**src/rtl/ptp_filter_pkg.sv**
```systemverilog
// Purpose: shared constants and carriers of the PTP message filter
// Assumes: 16-bit register words at even byte addresses
// Notes: message type codes follow the PTP header messageType field
package ptp_filter_pkg;
    // ==========================================================
    // register map
    localparam logic [15:0] CFG_ADDR = 16'h0516;
    localparam logic [15:0] DOM_ADDR = 16'h0518;
    localparam logic [15:0] CFG_RESET = 16'h1004;
    localparam logic [15:0] CFG_RW_MASK = 16'h1fff;
    localparam logic [15:0] DOM_RESET = 16'h0200;
    localparam logic [15:0] DOM_RW_MASK = 16'h0fff;
    localparam int UNICAST_BIT = 12;
    localparam int ALT_MASTER_BIT = 11;
    localparam int ALL_TOP_QUEUE_BIT = 10;
    localparam int PAIR_SYNC_BIT = 9;
    localparam int PAIR_DELAY_BIT = 8;
    localparam int PAIR_PDELAY_BIT = 7;
    localparam int NO_MASTER_DROP_BIT = 5;
    localparam int DOMAIN_CHECK_BIT = 4;
    localparam int EGRESS_CKSUM_BIT = 2;
    localparam int DOMAIN_LSB = 0;
    localparam int DOMAIN_W = 8;
    // ==========================================================
    // protocol constants
    localparam logic [15:0] PTP_EVENT_PORT = 16'h013f;
    localparam logic [15:0] PTP_GENERAL_PORT = 16'h0140;
    localparam logic [3:0] MT_SYNC = 4'h0;
    localparam logic [3:0] MT_DELAY_REQ = 4'h1;
    localparam logic [3:0] MT_PDELAY_REQ = 4'h2;
    localparam logic [3:0] MT_PDELAY_RESP = 4'h3;
    localparam logic [3:0] MT_FOLLOW_UP = 4'h8;
    localparam logic [3:0] MT_DELAY_RESP = 4'h9;
    localparam logic [3:0] MT_PDELAY_FU = 4'ha;
    localparam int SRC_PORT_W = 80;

    typedef enum logic [1:0] {
        CK_KEEP = 2'h0,
        CK_RECOMPUTE = 2'h1,
        CK_ZERO = 2'h2
    } cksum_mode_t;

    // parsed header of one frame, offered for one cycle
    typedef struct packed {
        logic [3:0] msg_type;
        logic [7:0] domain;
        logic [15:0] seq_id;
        logic [SRC_PORT_W-1:0] src_port;
        logic reserved_addr;
        logic is_udp;
        logic is_ipv6;
        logic [15:0] udp_dport;
        logic from_host_port;
        logic from_active_master;
        logic cksum_zero;
        logic modified;
    } msg_info_t;

    typedef struct packed {
        logic is_ptp;
        logic use_lookup;
        logic to_host;
        logic to_nonhost;
        logic drop;
        logic top_queue;
        cksum_mode_t cksum;
    } verdict_t;
endpackage : ptp_filter_pkg

```
**src/rtl/ptp_message_filter_forward_ctrl.sv**
```systemverilog
// Purpose: classify PTP frames and decide forwarding, queue and checksum
// Assumes: header fields already parsed; register port on the core clock
// Notes: one verdict per offered frame, one cycle later
// Functional notes
// - unicast enable lets unicast PTP be recognized
// - port 319/320, non-reserved address: lookup-forwarded unicast
// - unicast disabled: only multicast PTP recognized
// - alternate master: same-domain master Sync/Delay_Req also to host
// - no alternate master: drop those toward host
// - queue bit: all or only event to top
// - Follow_Up reaches host only on Sync match
// - Delay_Resp reaches host only on Delay_Req match
// - Pdelay responses reach host only on match
// - drop Sync/Follow_Up/Delay_Req without best master
// - domain check: match to host, else drop
// - checksum bit set: recompute on modified frames
// - checksum bit clear: write zero checksum
// - zero IPv4 checksum stays zero
// - IPv6 UDP checksum always updated
// - expected domain is domain register bits 7:0
`timescale 1ns/1ps
module ptp_message_filter_forward_ctrl
    import ptp_filter_pkg::*;
#(
    parameter int PAIR_DEPTH = 8
) (
    input wire logic CLK_I,
    input wire logic ARST_N_I,
    input wire logic [15:0] REG_ADDR_I,
    input wire logic [15:0] REG_WDATA_I,
    input wire logic REG_WR_I,
    input wire logic REG_RD_I,
    output logic [15:0] REG_RDATA_O,
    input wire logic MSG_VALID_I,
    input wire msg_info_t MSG_I,
    input wire logic BEST_MASTER_SELECTION_I,
    output logic VERDICT_VALID_O,
    output verdict_t VERDICT_O
);
    localparam int PTR_W = (PAIR_DEPTH > 1) ? $clog2(PAIR_DEPTH) : 1;

    typedef struct packed {
        logic valid;
        logic [1:0] kind;
        logic [7:0] domain;
        logic [15:0] seq_id;
        logic [SRC_PORT_W-1:0] src_port;
    } pair_entry_t;

    // ==========================================================
    // configuration registers
    logic [15:0] cfg;
    logic [15:0] dom;
    logic [15:0] next_cfg;
    logic [15:0] next_dom;
    logic [15:0] next_rdata;

    always_comb begin
        next_cfg = cfg;
        next_dom = dom;
        next_rdata = REG_RDATA_O;
        if (REG_WR_I && REG_ADDR_I == CFG_ADDR) begin
            next_cfg = REG_WDATA_I & CFG_RW_MASK;
        end
        if (REG_WR_I && REG_ADDR_I == DOM_ADDR) begin
            next_dom = REG_WDATA_I & DOM_RW_MASK;
        end
        if (REG_RD_I) begin
            unique case (REG_ADDR_I)
                CFG_ADDR: next_rdata = cfg;
                DOM_ADDR: next_rdata = dom;
                default: next_rdata = 16'h0000;
            endcase
        end
    end

    always_ff @(posedge CLK_I or negedge ARST_N_I) begin
        if (!ARST_N_I) begin
            cfg <= CFG_RESET;
            dom <= DOM_RESET;
            REG_RDATA_O <= 16'h0000;
        end else begin
            cfg <= next_cfg;
            dom <= next_dom;
            REG_RDATA_O <= next_rdata;
        end
    end

    logic [DOMAIN_W-1:0] expected_domain_number;
    assign expected_domain_number = dom[DOMAIN_LSB +: DOMAIN_W];

    // ==========================================================
    // request table for pairing responses with requests
    // kind: 0 sync, 1 delay_req, 2 pdelay_req, 3 none
    function automatic logic [1:0] req_kind(input logic [3:0] mt);
        unique case (mt)
            MT_SYNC, MT_FOLLOW_UP: req_kind = 2'h0;
            MT_DELAY_REQ, MT_DELAY_RESP: req_kind = 2'h1;
            MT_PDELAY_REQ, MT_PDELAY_RESP, MT_PDELAY_FU: req_kind = 2'h2;
            default: req_kind = 2'h3;
        endcase
    endfunction : req_kind

    pair_entry_t table_q [PAIR_DEPTH];
    pair_entry_t next_table [PAIR_DEPTH];
    logic [PTR_W-1:0] wr_ptr;
    logic [PTR_W-1:0] next_wr_ptr;
    logic [PAIR_DEPTH-1:0] hit;
    logic is_req;
    logic is_resp;
    pair_entry_t probe;

    assign is_req = (MSG_I.msg_type == MT_SYNC) || (MSG_I.msg_type == MT_DELAY_REQ)
        || (MSG_I.msg_type == MT_PDELAY_REQ);
    assign is_resp = (MSG_I.msg_type == MT_FOLLOW_UP) || (MSG_I.msg_type == MT_DELAY_RESP)
        || (MSG_I.msg_type == MT_PDELAY_RESP) || (MSG_I.msg_type == MT_PDELAY_FU);
    assign probe = '{valid: 1'b1, kind: req_kind(MSG_I.msg_type), domain: MSG_I.domain,
        seq_id: MSG_I.seq_id, src_port: MSG_I.src_port};

    genvar gi;
    generate
        for (gi = 0; gi < PAIR_DEPTH; gi++) begin : g_hit
            assign hit[gi] = (table_q[gi] == probe);
        end
    endgenerate

    // ==========================================================
    // classification
    logic is_ptp;
    logic is_unicast;
    logic sync_or_dreq;
    logic pair_on;
    logic next_vvalid;
    verdict_t next_verdict;

    always_comb begin
        next_table = table_q;
        next_wr_ptr = wr_ptr;
        if (MSG_VALID_I && is_ptp && is_req) begin
            next_table[wr_ptr] = probe;
            next_wr_ptr = (wr_ptr == PTR_W'(PAIR_DEPTH - 1)) ? '0 : wr_ptr + 1'b1;
        end
    end

    always_comb begin
        is_unicast = cfg[UNICAST_BIT] && MSG_I.is_udp && !MSG_I.reserved_addr
            && (MSG_I.udp_dport == PTP_EVENT_PORT
            || MSG_I.udp_dport == PTP_GENERAL_PORT);
        is_ptp = MSG_I.reserved_addr || is_unicast;
        sync_or_dreq = (MSG_I.msg_type == MT_SYNC) || (MSG_I.msg_type == MT_DELAY_REQ);
        unique case (req_kind(MSG_I.msg_type))
            2'h0: pair_on = cfg[PAIR_SYNC_BIT];
            2'h1: pair_on = cfg[PAIR_DELAY_BIT];
            2'h2: pair_on = cfg[PAIR_PDELAY_BIT];
            default: pair_on = 1'b0;
        endcase

        next_vvalid = MSG_VALID_I;
        next_verdict = '{is_ptp: is_ptp, use_lookup: is_unicast, to_host: 1'b0,
            to_nonhost: 1'b1, drop: 1'b0, top_queue: 1'b0, cksum: CK_KEEP};
        if (is_ptp) begin
            next_verdict.to_host = !MSG_I.from_host_port;
            next_verdict.top_queue = cfg[ALL_TOP_QUEUE_BIT]
                || !MSG_I.msg_type[3];
            // the active master must not see its own domain's timing echoed to the host
            if (sync_or_dreq && !MSG_I.from_host_port && MSG_I.from_active_master
                && MSG_I.domain == expected_domain_number
                && !cfg[ALT_MASTER_BIT]) begin
                next_verdict.to_host = 1'b0;
            end
            // non-host forwarding stays set for alternate masters
            if (is_resp && pair_on) begin
                next_verdict.to_host = next_verdict.to_host && (|hit);
            end
            if (cfg[DOMAIN_CHECK_BIT]) begin
                if (MSG_I.domain != expected_domain_number) begin
                    next_verdict.drop = 1'b1;
                end
            end
            if (cfg[NO_MASTER_DROP_BIT] && !BEST_MASTER_SELECTION_I
                && (sync_or_dreq || MSG_I.msg_type == MT_FOLLOW_UP)) begin
                next_verdict.drop = 1'b1;
            end
            if (next_verdict.drop) begin
                next_verdict.to_host = 1'b0;
                next_verdict.to_nonhost = 1'b0;
            end
        end
        if (MSG_I.is_udp && MSG_I.modified) begin
            if (MSG_I.is_ipv6) begin
                next_verdict.cksum = CK_RECOMPUTE;
            end else if (MSG_I.cksum_zero) begin
                next_verdict.cksum = CK_ZERO;
            end else if (cfg[EGRESS_CKSUM_BIT]) begin
                next_verdict.cksum = CK_RECOMPUTE;
            end else begin
                next_verdict.cksum = CK_ZERO;
            end
        end
        // idle cycles must not disturb the last verdict, it stands until the next frame
        if (!MSG_VALID_I) begin
            next_verdict = VERDICT_O;
        end
    end

    always_ff @(posedge CLK_I or negedge ARST_N_I) begin
        if (!ARST_N_I) begin
            for (int i = 0; i < PAIR_DEPTH; i++) begin
                table_q[i] <= '0;
            end
            wr_ptr <= '0;
            VERDICT_VALID_O <= 1'b0;
            VERDICT_O <= '0;
        end else begin
            table_q <= next_table;
            wr_ptr <= next_wr_ptr;
            VERDICT_VALID_O <= next_vvalid;
            VERDICT_O <= next_verdict;
        end
    end

    // ==========================================================
    // checks
    unicast_recog_a: assert property (@(posedge CLK_I) disable iff (!ARST_N_I)
        MSG_VALID_I && cfg[UNICAST_BIT] && MSG_I.is_udp && !MSG_I.reserved_addr
        && MSG_I.udp_dport == PTP_EVENT_PORT |=> VERDICT_O.is_ptp && VERDICT_O.use_lookup)
        else $error("unicast ptp frame not recognized");
    multicast_only_a: assert property (@(posedge CLK_I) disable iff (!ARST_N_I)
        MSG_VALID_I && !cfg[UNICAST_BIT] && !MSG_I.reserved_addr |=> !VERDICT_O.is_ptp)
        else $error("unicast frame recognized while disabled");
    alt_master_a: assert property (@(posedge CLK_I) disable iff (!ARST_N_I)
        MSG_VALID_I && is_ptp && sync_or_dreq && MSG_I.from_active_master
        && !MSG_I.from_host_port && MSG_I.domain == expected_domain_number
        && !cfg[ALT_MASTER_BIT] |=> !VERDICT_O.to_host)
        else $error("master frame reached host without alternate master");
    top_queue_a: assert property (@(posedge CLK_I) disable iff (!ARST_N_I)
        MSG_VALID_I && is_ptp && !cfg[ALL_TOP_QUEUE_BIT] && MSG_I.msg_type[3]
        |=> !VERDICT_O.top_queue)
        else $error("general message placed on top queue");
    pair_sync_a: assert property (@(posedge CLK_I) disable iff (!ARST_N_I)
        MSG_VALID_I && is_ptp && cfg[PAIR_SYNC_BIT] && MSG_I.msg_type == MT_FOLLOW_UP
        && hit == '0 |=> !VERDICT_O.to_host)
        else $error("unpaired follow_up reached host");
    no_master_a: assert property (@(posedge CLK_I) disable iff (!ARST_N_I)
        MSG_VALID_I && is_ptp && cfg[NO_MASTER_DROP_BIT] && !BEST_MASTER_SELECTION_I
        && MSG_I.msg_type == MT_SYNC |=> VERDICT_O.drop && !VERDICT_O.to_nonhost)
        else $error("sync kept without best master");
    domain_chk_a: assert property (@(posedge CLK_I) disable iff (!ARST_N_I)
        MSG_VALID_I && is_ptp && cfg[DOMAIN_CHECK_BIT]
        && MSG_I.domain != expected_domain_number |=> VERDICT_O.drop)
        else $error("domain mismatch not dropped");
    cksum_zero_a: assert property (@(posedge CLK_I) disable iff (!ARST_N_I)
        MSG_VALID_I && MSG_I.is_udp && MSG_I.modified && !MSG_I.is_ipv6
        && !cfg[EGRESS_CKSUM_BIT] |=> VERDICT_O.cksum == CK_ZERO)
        else $error("checksum not zeroed");
    ipv6_cksum_a: assert property (@(posedge CLK_I) disable iff (!ARST_N_I)
        MSG_VALID_I && MSG_I.is_udp && MSG_I.modified && MSG_I.is_ipv6
        |=> VERDICT_O.cksum == CK_RECOMPUTE)
        else $error("ipv6 checksum not updated");
    keep_zero_a: assert property (@(posedge CLK_I) disable iff (!ARST_N_I)
        MSG_VALID_I && MSG_I.is_udp && !MSG_I.is_ipv6 && MSG_I.cksum_zero
        |=> VERDICT_O.cksum != CK_RECOMPUTE)
        else $error("zero checksum recomputed");
endmodule : ptp_message_filter_forward_ctrl

```
**config.mk**
```make
export PLATFORM = sky130hd
export DESIGN_NAME = ptp_message_filter_forward_ctrl
export DESIGN_NICKNAME = d
export VERILOG_FILES = /design/src/rtl/ptp_filter_pkg.sv /design/src/rtl/ptp_message_filter_forward_ctrl.sv
export SDC_FILE = /design/constraint.sdc
export NUM_CORES = 2
export LEC_CHECK = 0
export BUFFER_PORTS_ARGS = -buffer_cell sky130_fd_sc_hd__buf_2
export CAP_MARGIN = 40
export CORE_MARGIN = 1.5
export CORE_UTILIZATION = 35
export DETAILED_ROUTE_END_ITERATION = 8
export GPL_ROUTABILITY_DRIVEN = 0
export PLACE_DENSITY = 0.52
export SYNTH_ARGS = -nofsm -noshare
export SYNTH_HDL_FRONTEND = slang
export SYNTH_SLANG_ARGS = --single-unit
```
**constraint.sdc**
```tcl
create_clock -name CLK_I -period 4.13 [get_ports CLK_I]
set_input_delay 0.826 -clock CLK_I [delete_from_list [all_inputs] [get_ports CLK_I]]
set_output_delay 0.826 -clock CLK_I [all_outputs]
set_load 0.05 [all_outputs]
```
==> flow_summary.toml <==
[outcome]
status = "finished with violations"
failed_checks = "design-rule violations"

[timing]
finalClockSkew_ns = 0.02601
slew_headroom_pct = 34.61
setup_ws_ns = 0.8208
setup_viol = 0
hold-worst-slack_ns = 0.3692
tns_ns = 0
period_share_pct = 80.13
hold_viol = 0
fmax_mhz = 302.2
worstMarginPinSlew_ns = 0.9808
finalCriticalPeriod_ns = 3.309
maxSlewViolCount = 0
rsz0062_at_grt = "false"

[place]
io_buffer_count = 187
dp_hpwl_um = 143400
place_ws_ns = 0.2223

[die]
ioPinCount = 194
core_area_um2 = 123800
design.die.area_um2 = 127000
die_h_um = 356.4
row_count = 129
fp.dieW_um = 356.4
start_util_pct = 35.32

[detailed_routing]
detail_route.wirelength_um = 192000
drc_errors = 6
wl_per_cell_um = 32.07
via_count = 33610
ant_nets = 0
first_pass_iters = 7
post_drt_via_cell_ratio = 5.613
drtIter0Drc = 3983

[critical_path]
worst-path-stages = 11
worst_path_dominant_cell_family = "buffers and inverters"
path_max_fanout = 10
rrSetupSlack_ns = 0.96
crit_path_end_kind = "register"
path_buf_inv = 5
reg2reg_depth = 11
setup.worst_path.end = "VERDICT_O[5]"
slowest_delay_ns = 0.63
crit_required_ns = 4.76
cp-start-kind = "input port"
crit_type = "in -> reg"
reg2reg_from = "table_q[14]"
cp.arrival_ns = 3.94
cp_cell_sequence = "buf_2 -> inv_1 -> o22ai_1 -> nor4_1 -> nand4_1 -> buf_4 -> nor4_1 -> buf_4 -> a211oi_1 -> a31oi_1 -> buf_4"
crit_path_frequent_cell = "buf_4"
reg2reg_to = "VERDICT_O[5]"
startpoint = "MSG_I[26]"
cp_slowest_cell = "inv_1"

[synth]
synth_area_leaders = "dfrtp_1, mux2_2, xnor2_1"
synth_top_area_share_pct = 51.69
synth.cell_area_um2 = 43720
syn_area_per_cell_um2 = 11.16
ys_warn_count = 0
synth-seq-cells = 906
ys_seq_area_share_pct = 51.87
async_flop_share_pct = 100.0
ys.flop_type = "dfrtp_1"
synth_cells = 3916
ys_types = 63
synth_edf_count = 0
synth_area_leader_cell = "dfrtp_1"

[worst_hold_path]
hp-class = "in -> reg"
hold_depth = 3
worstHoldStart = "REG_WDATA_I[7]"

[layout]
register_area_um2 = 22680
n_fill_cell = 11870
drive_gt1_share_pct = 27.08
area_growth_pct = 19.07
fin_util_pct = 42.05
layout_commonest_cell = "dfrtp_1"
multiInputGateArea_um2 = 19240
num-nets-final = 4425
final_cell_mix = "dfrtp_1, mux2_2, nand2_1, o21ai_0, buf_4"

[flow_run]
maxCapViolations = 0

[global_routing]
grt_pass1_wl_um = 262400
antenna_found_initial = 20
overflow = 0
grt_use_total_pct = 29.93
grt_pass1_vias = 31990
grt_max_degree = 140

[clock_tree]
cts-root-buf = "clkbuf_16"
cts_tree = "yes"
cts_buffers = 104
insertion_delay_ns = 0.71
clk_pin_slew_ns = 0.06
cts_buffer_depth = 3
ctsResizeCount = 0
post_cts_buffers = 0
cts_htree_levels = 3
clock_sinks = 906

[power_and_ir_drop]
leakage_uw = 0.02374
power.density_nw_per_um2 = 523.2
irDropWorstVdd_v = 0.0003526
-- registers in the layout, indices dropped and copies added (netlist names) --
register         count
table_q            856
REG_RDATA_O         13
cfg                 13
dom                 12
VERDICT_O            8
wr_ptr               3
VERDICT_VALID_O      1
-- worst reg2reg max path, cell delays in order (launching register included) --
cell,delay (ns)
dfrtp_1,0.39
xnor2_1,0.24
nand4_1,0.36
nor4_1,0.37
buf_4,0.19
nand4_1,0.13
buf_4,0.20
nor4_1,0.54
buf_4,0.21
a211oi_1,0.05
a31oi_1,0.27
buf_4,0.16
-- power by group --
group / total (uW) / switching [uW] / internal, uW
combinational: 5610 / 3060 / 2550
clock: 9520 / 3970 / 5550
sequential: 12100 / 1410 / 10700
-- synthesized netlist by cell type, types with 3 or more instances --
| cell type | count |
|---|---|
| o2111ai_1 | 37 |
| nor4_1 | 121 |
| nor2b_1 | 20 |
| nor3_1 | 22 |
| a21o_1 | 3 |
| nand2b_1 | 118 |
| nor4bb_1 | 3 |
| mux2_2 | 451 |
| or2_2 | 4 |
| buf_2 | 75 |
| nor2_1 | 34 |
| buf_1 | 26 |
| and4_1 | 4 |
| nand2_1 | 362 |
| buf_4 | 21 |
| a221o_1 | 5 |
| a2111oi_0 | 15 |
| o21ai_0 | 346 |
| dfstp_2 | 3 |
| xor2_1 | 257 |
| o21ai_1 | 11 |
| or3_1 | 3 |
| nand3_1 | 10 |
| a22o_1 | 45 |
| o2bb2ai_1 | 49 |
| buf_6 | 7 |
| nand4_1 | 105 |
| a21oi_1 | 27 |
| clkbuf_1 | 175 |
| mux2_1 | 65 |
| a22oi_1 | 21 |
| dfrtp_1 | 903 |
| xnor2_1 | 293 |
| a221oi_1 | 11 |
| o22ai_1 | 80 |
| a2bb2oi_1 | 3 |
| inv_1 | 120 |
| a211oi_1 | 3 |
| o221ai_1 | 9 |
| nor4b_1 | 4 |
| clkinv_1 | 13 |
-- stage by stage --
step                      power [uW]  cell area (um^2)  std cells
after global placement         17560             48530       5784
final                          27240             52060       5987
after CTS                      27250             52040       5979
after global routing           28260             52040       5979
after floorplan                15240             43730       3918
after detailed placement       17710             48530       5784
-- per-layer routing --
| layer | GRT usage, % | share of wire, % | wire, um |
|---|---|---|---|
| met2 | 43.94 | 43 | 82120 |
| met3 | 6.829 | 9.3 | 17830 |
| met1 | 41.00 | 42 | 80600 |
| met5 | 0 | 0.024 | 46 |
| met4 | 15.82 | 5.9 | 11400 |
-- worst min path at each step --
stage                      endpoint
floorplan              table_q[748]
global route                cfg[12]
detailed placement     table_q[748]
global placement       table_q[748]
CTS                 VERDICT_VALID_O
finish                       cfg[7]
-- cell families after synthesis --
| logic type | after synthesis | synth area share (%) |
|---|---|---|
| DFF | 906 | 51.87 |
| xor gates and xnor gates | 550 | 11.02 |
| AOI/OAI and AO/OA | 673 | 9.667 |
| adders and majority gates | 2 | 0.05723 |
| other | 1 | 0.008577 |
| buffers and inverters | 437 | 4.267 |
| muxes | 517 | 13.31 |
| and+or+nand+nor | 830 | 9.802 |
-- repair_timing --
item / CTS / global route
endpoints found under the setup margin: 0 / 0
hold buffers: 1 / 0
hold endpoints to repair: 7 / 0
-- cell type report --
type,count,share of cell area [%]
Antenna cell,8,0.03846
Clock buffer,165,6.136
Clock inverter,29,0.5864
Inverter,133,0.9590
Multi-Input combinational cell,2575,36.95
Sequential cell,906,43.56
Tap cell,1637,3.934
Timing Repair Buffer,534,7.835
Power figures use the tool's default switching activity.
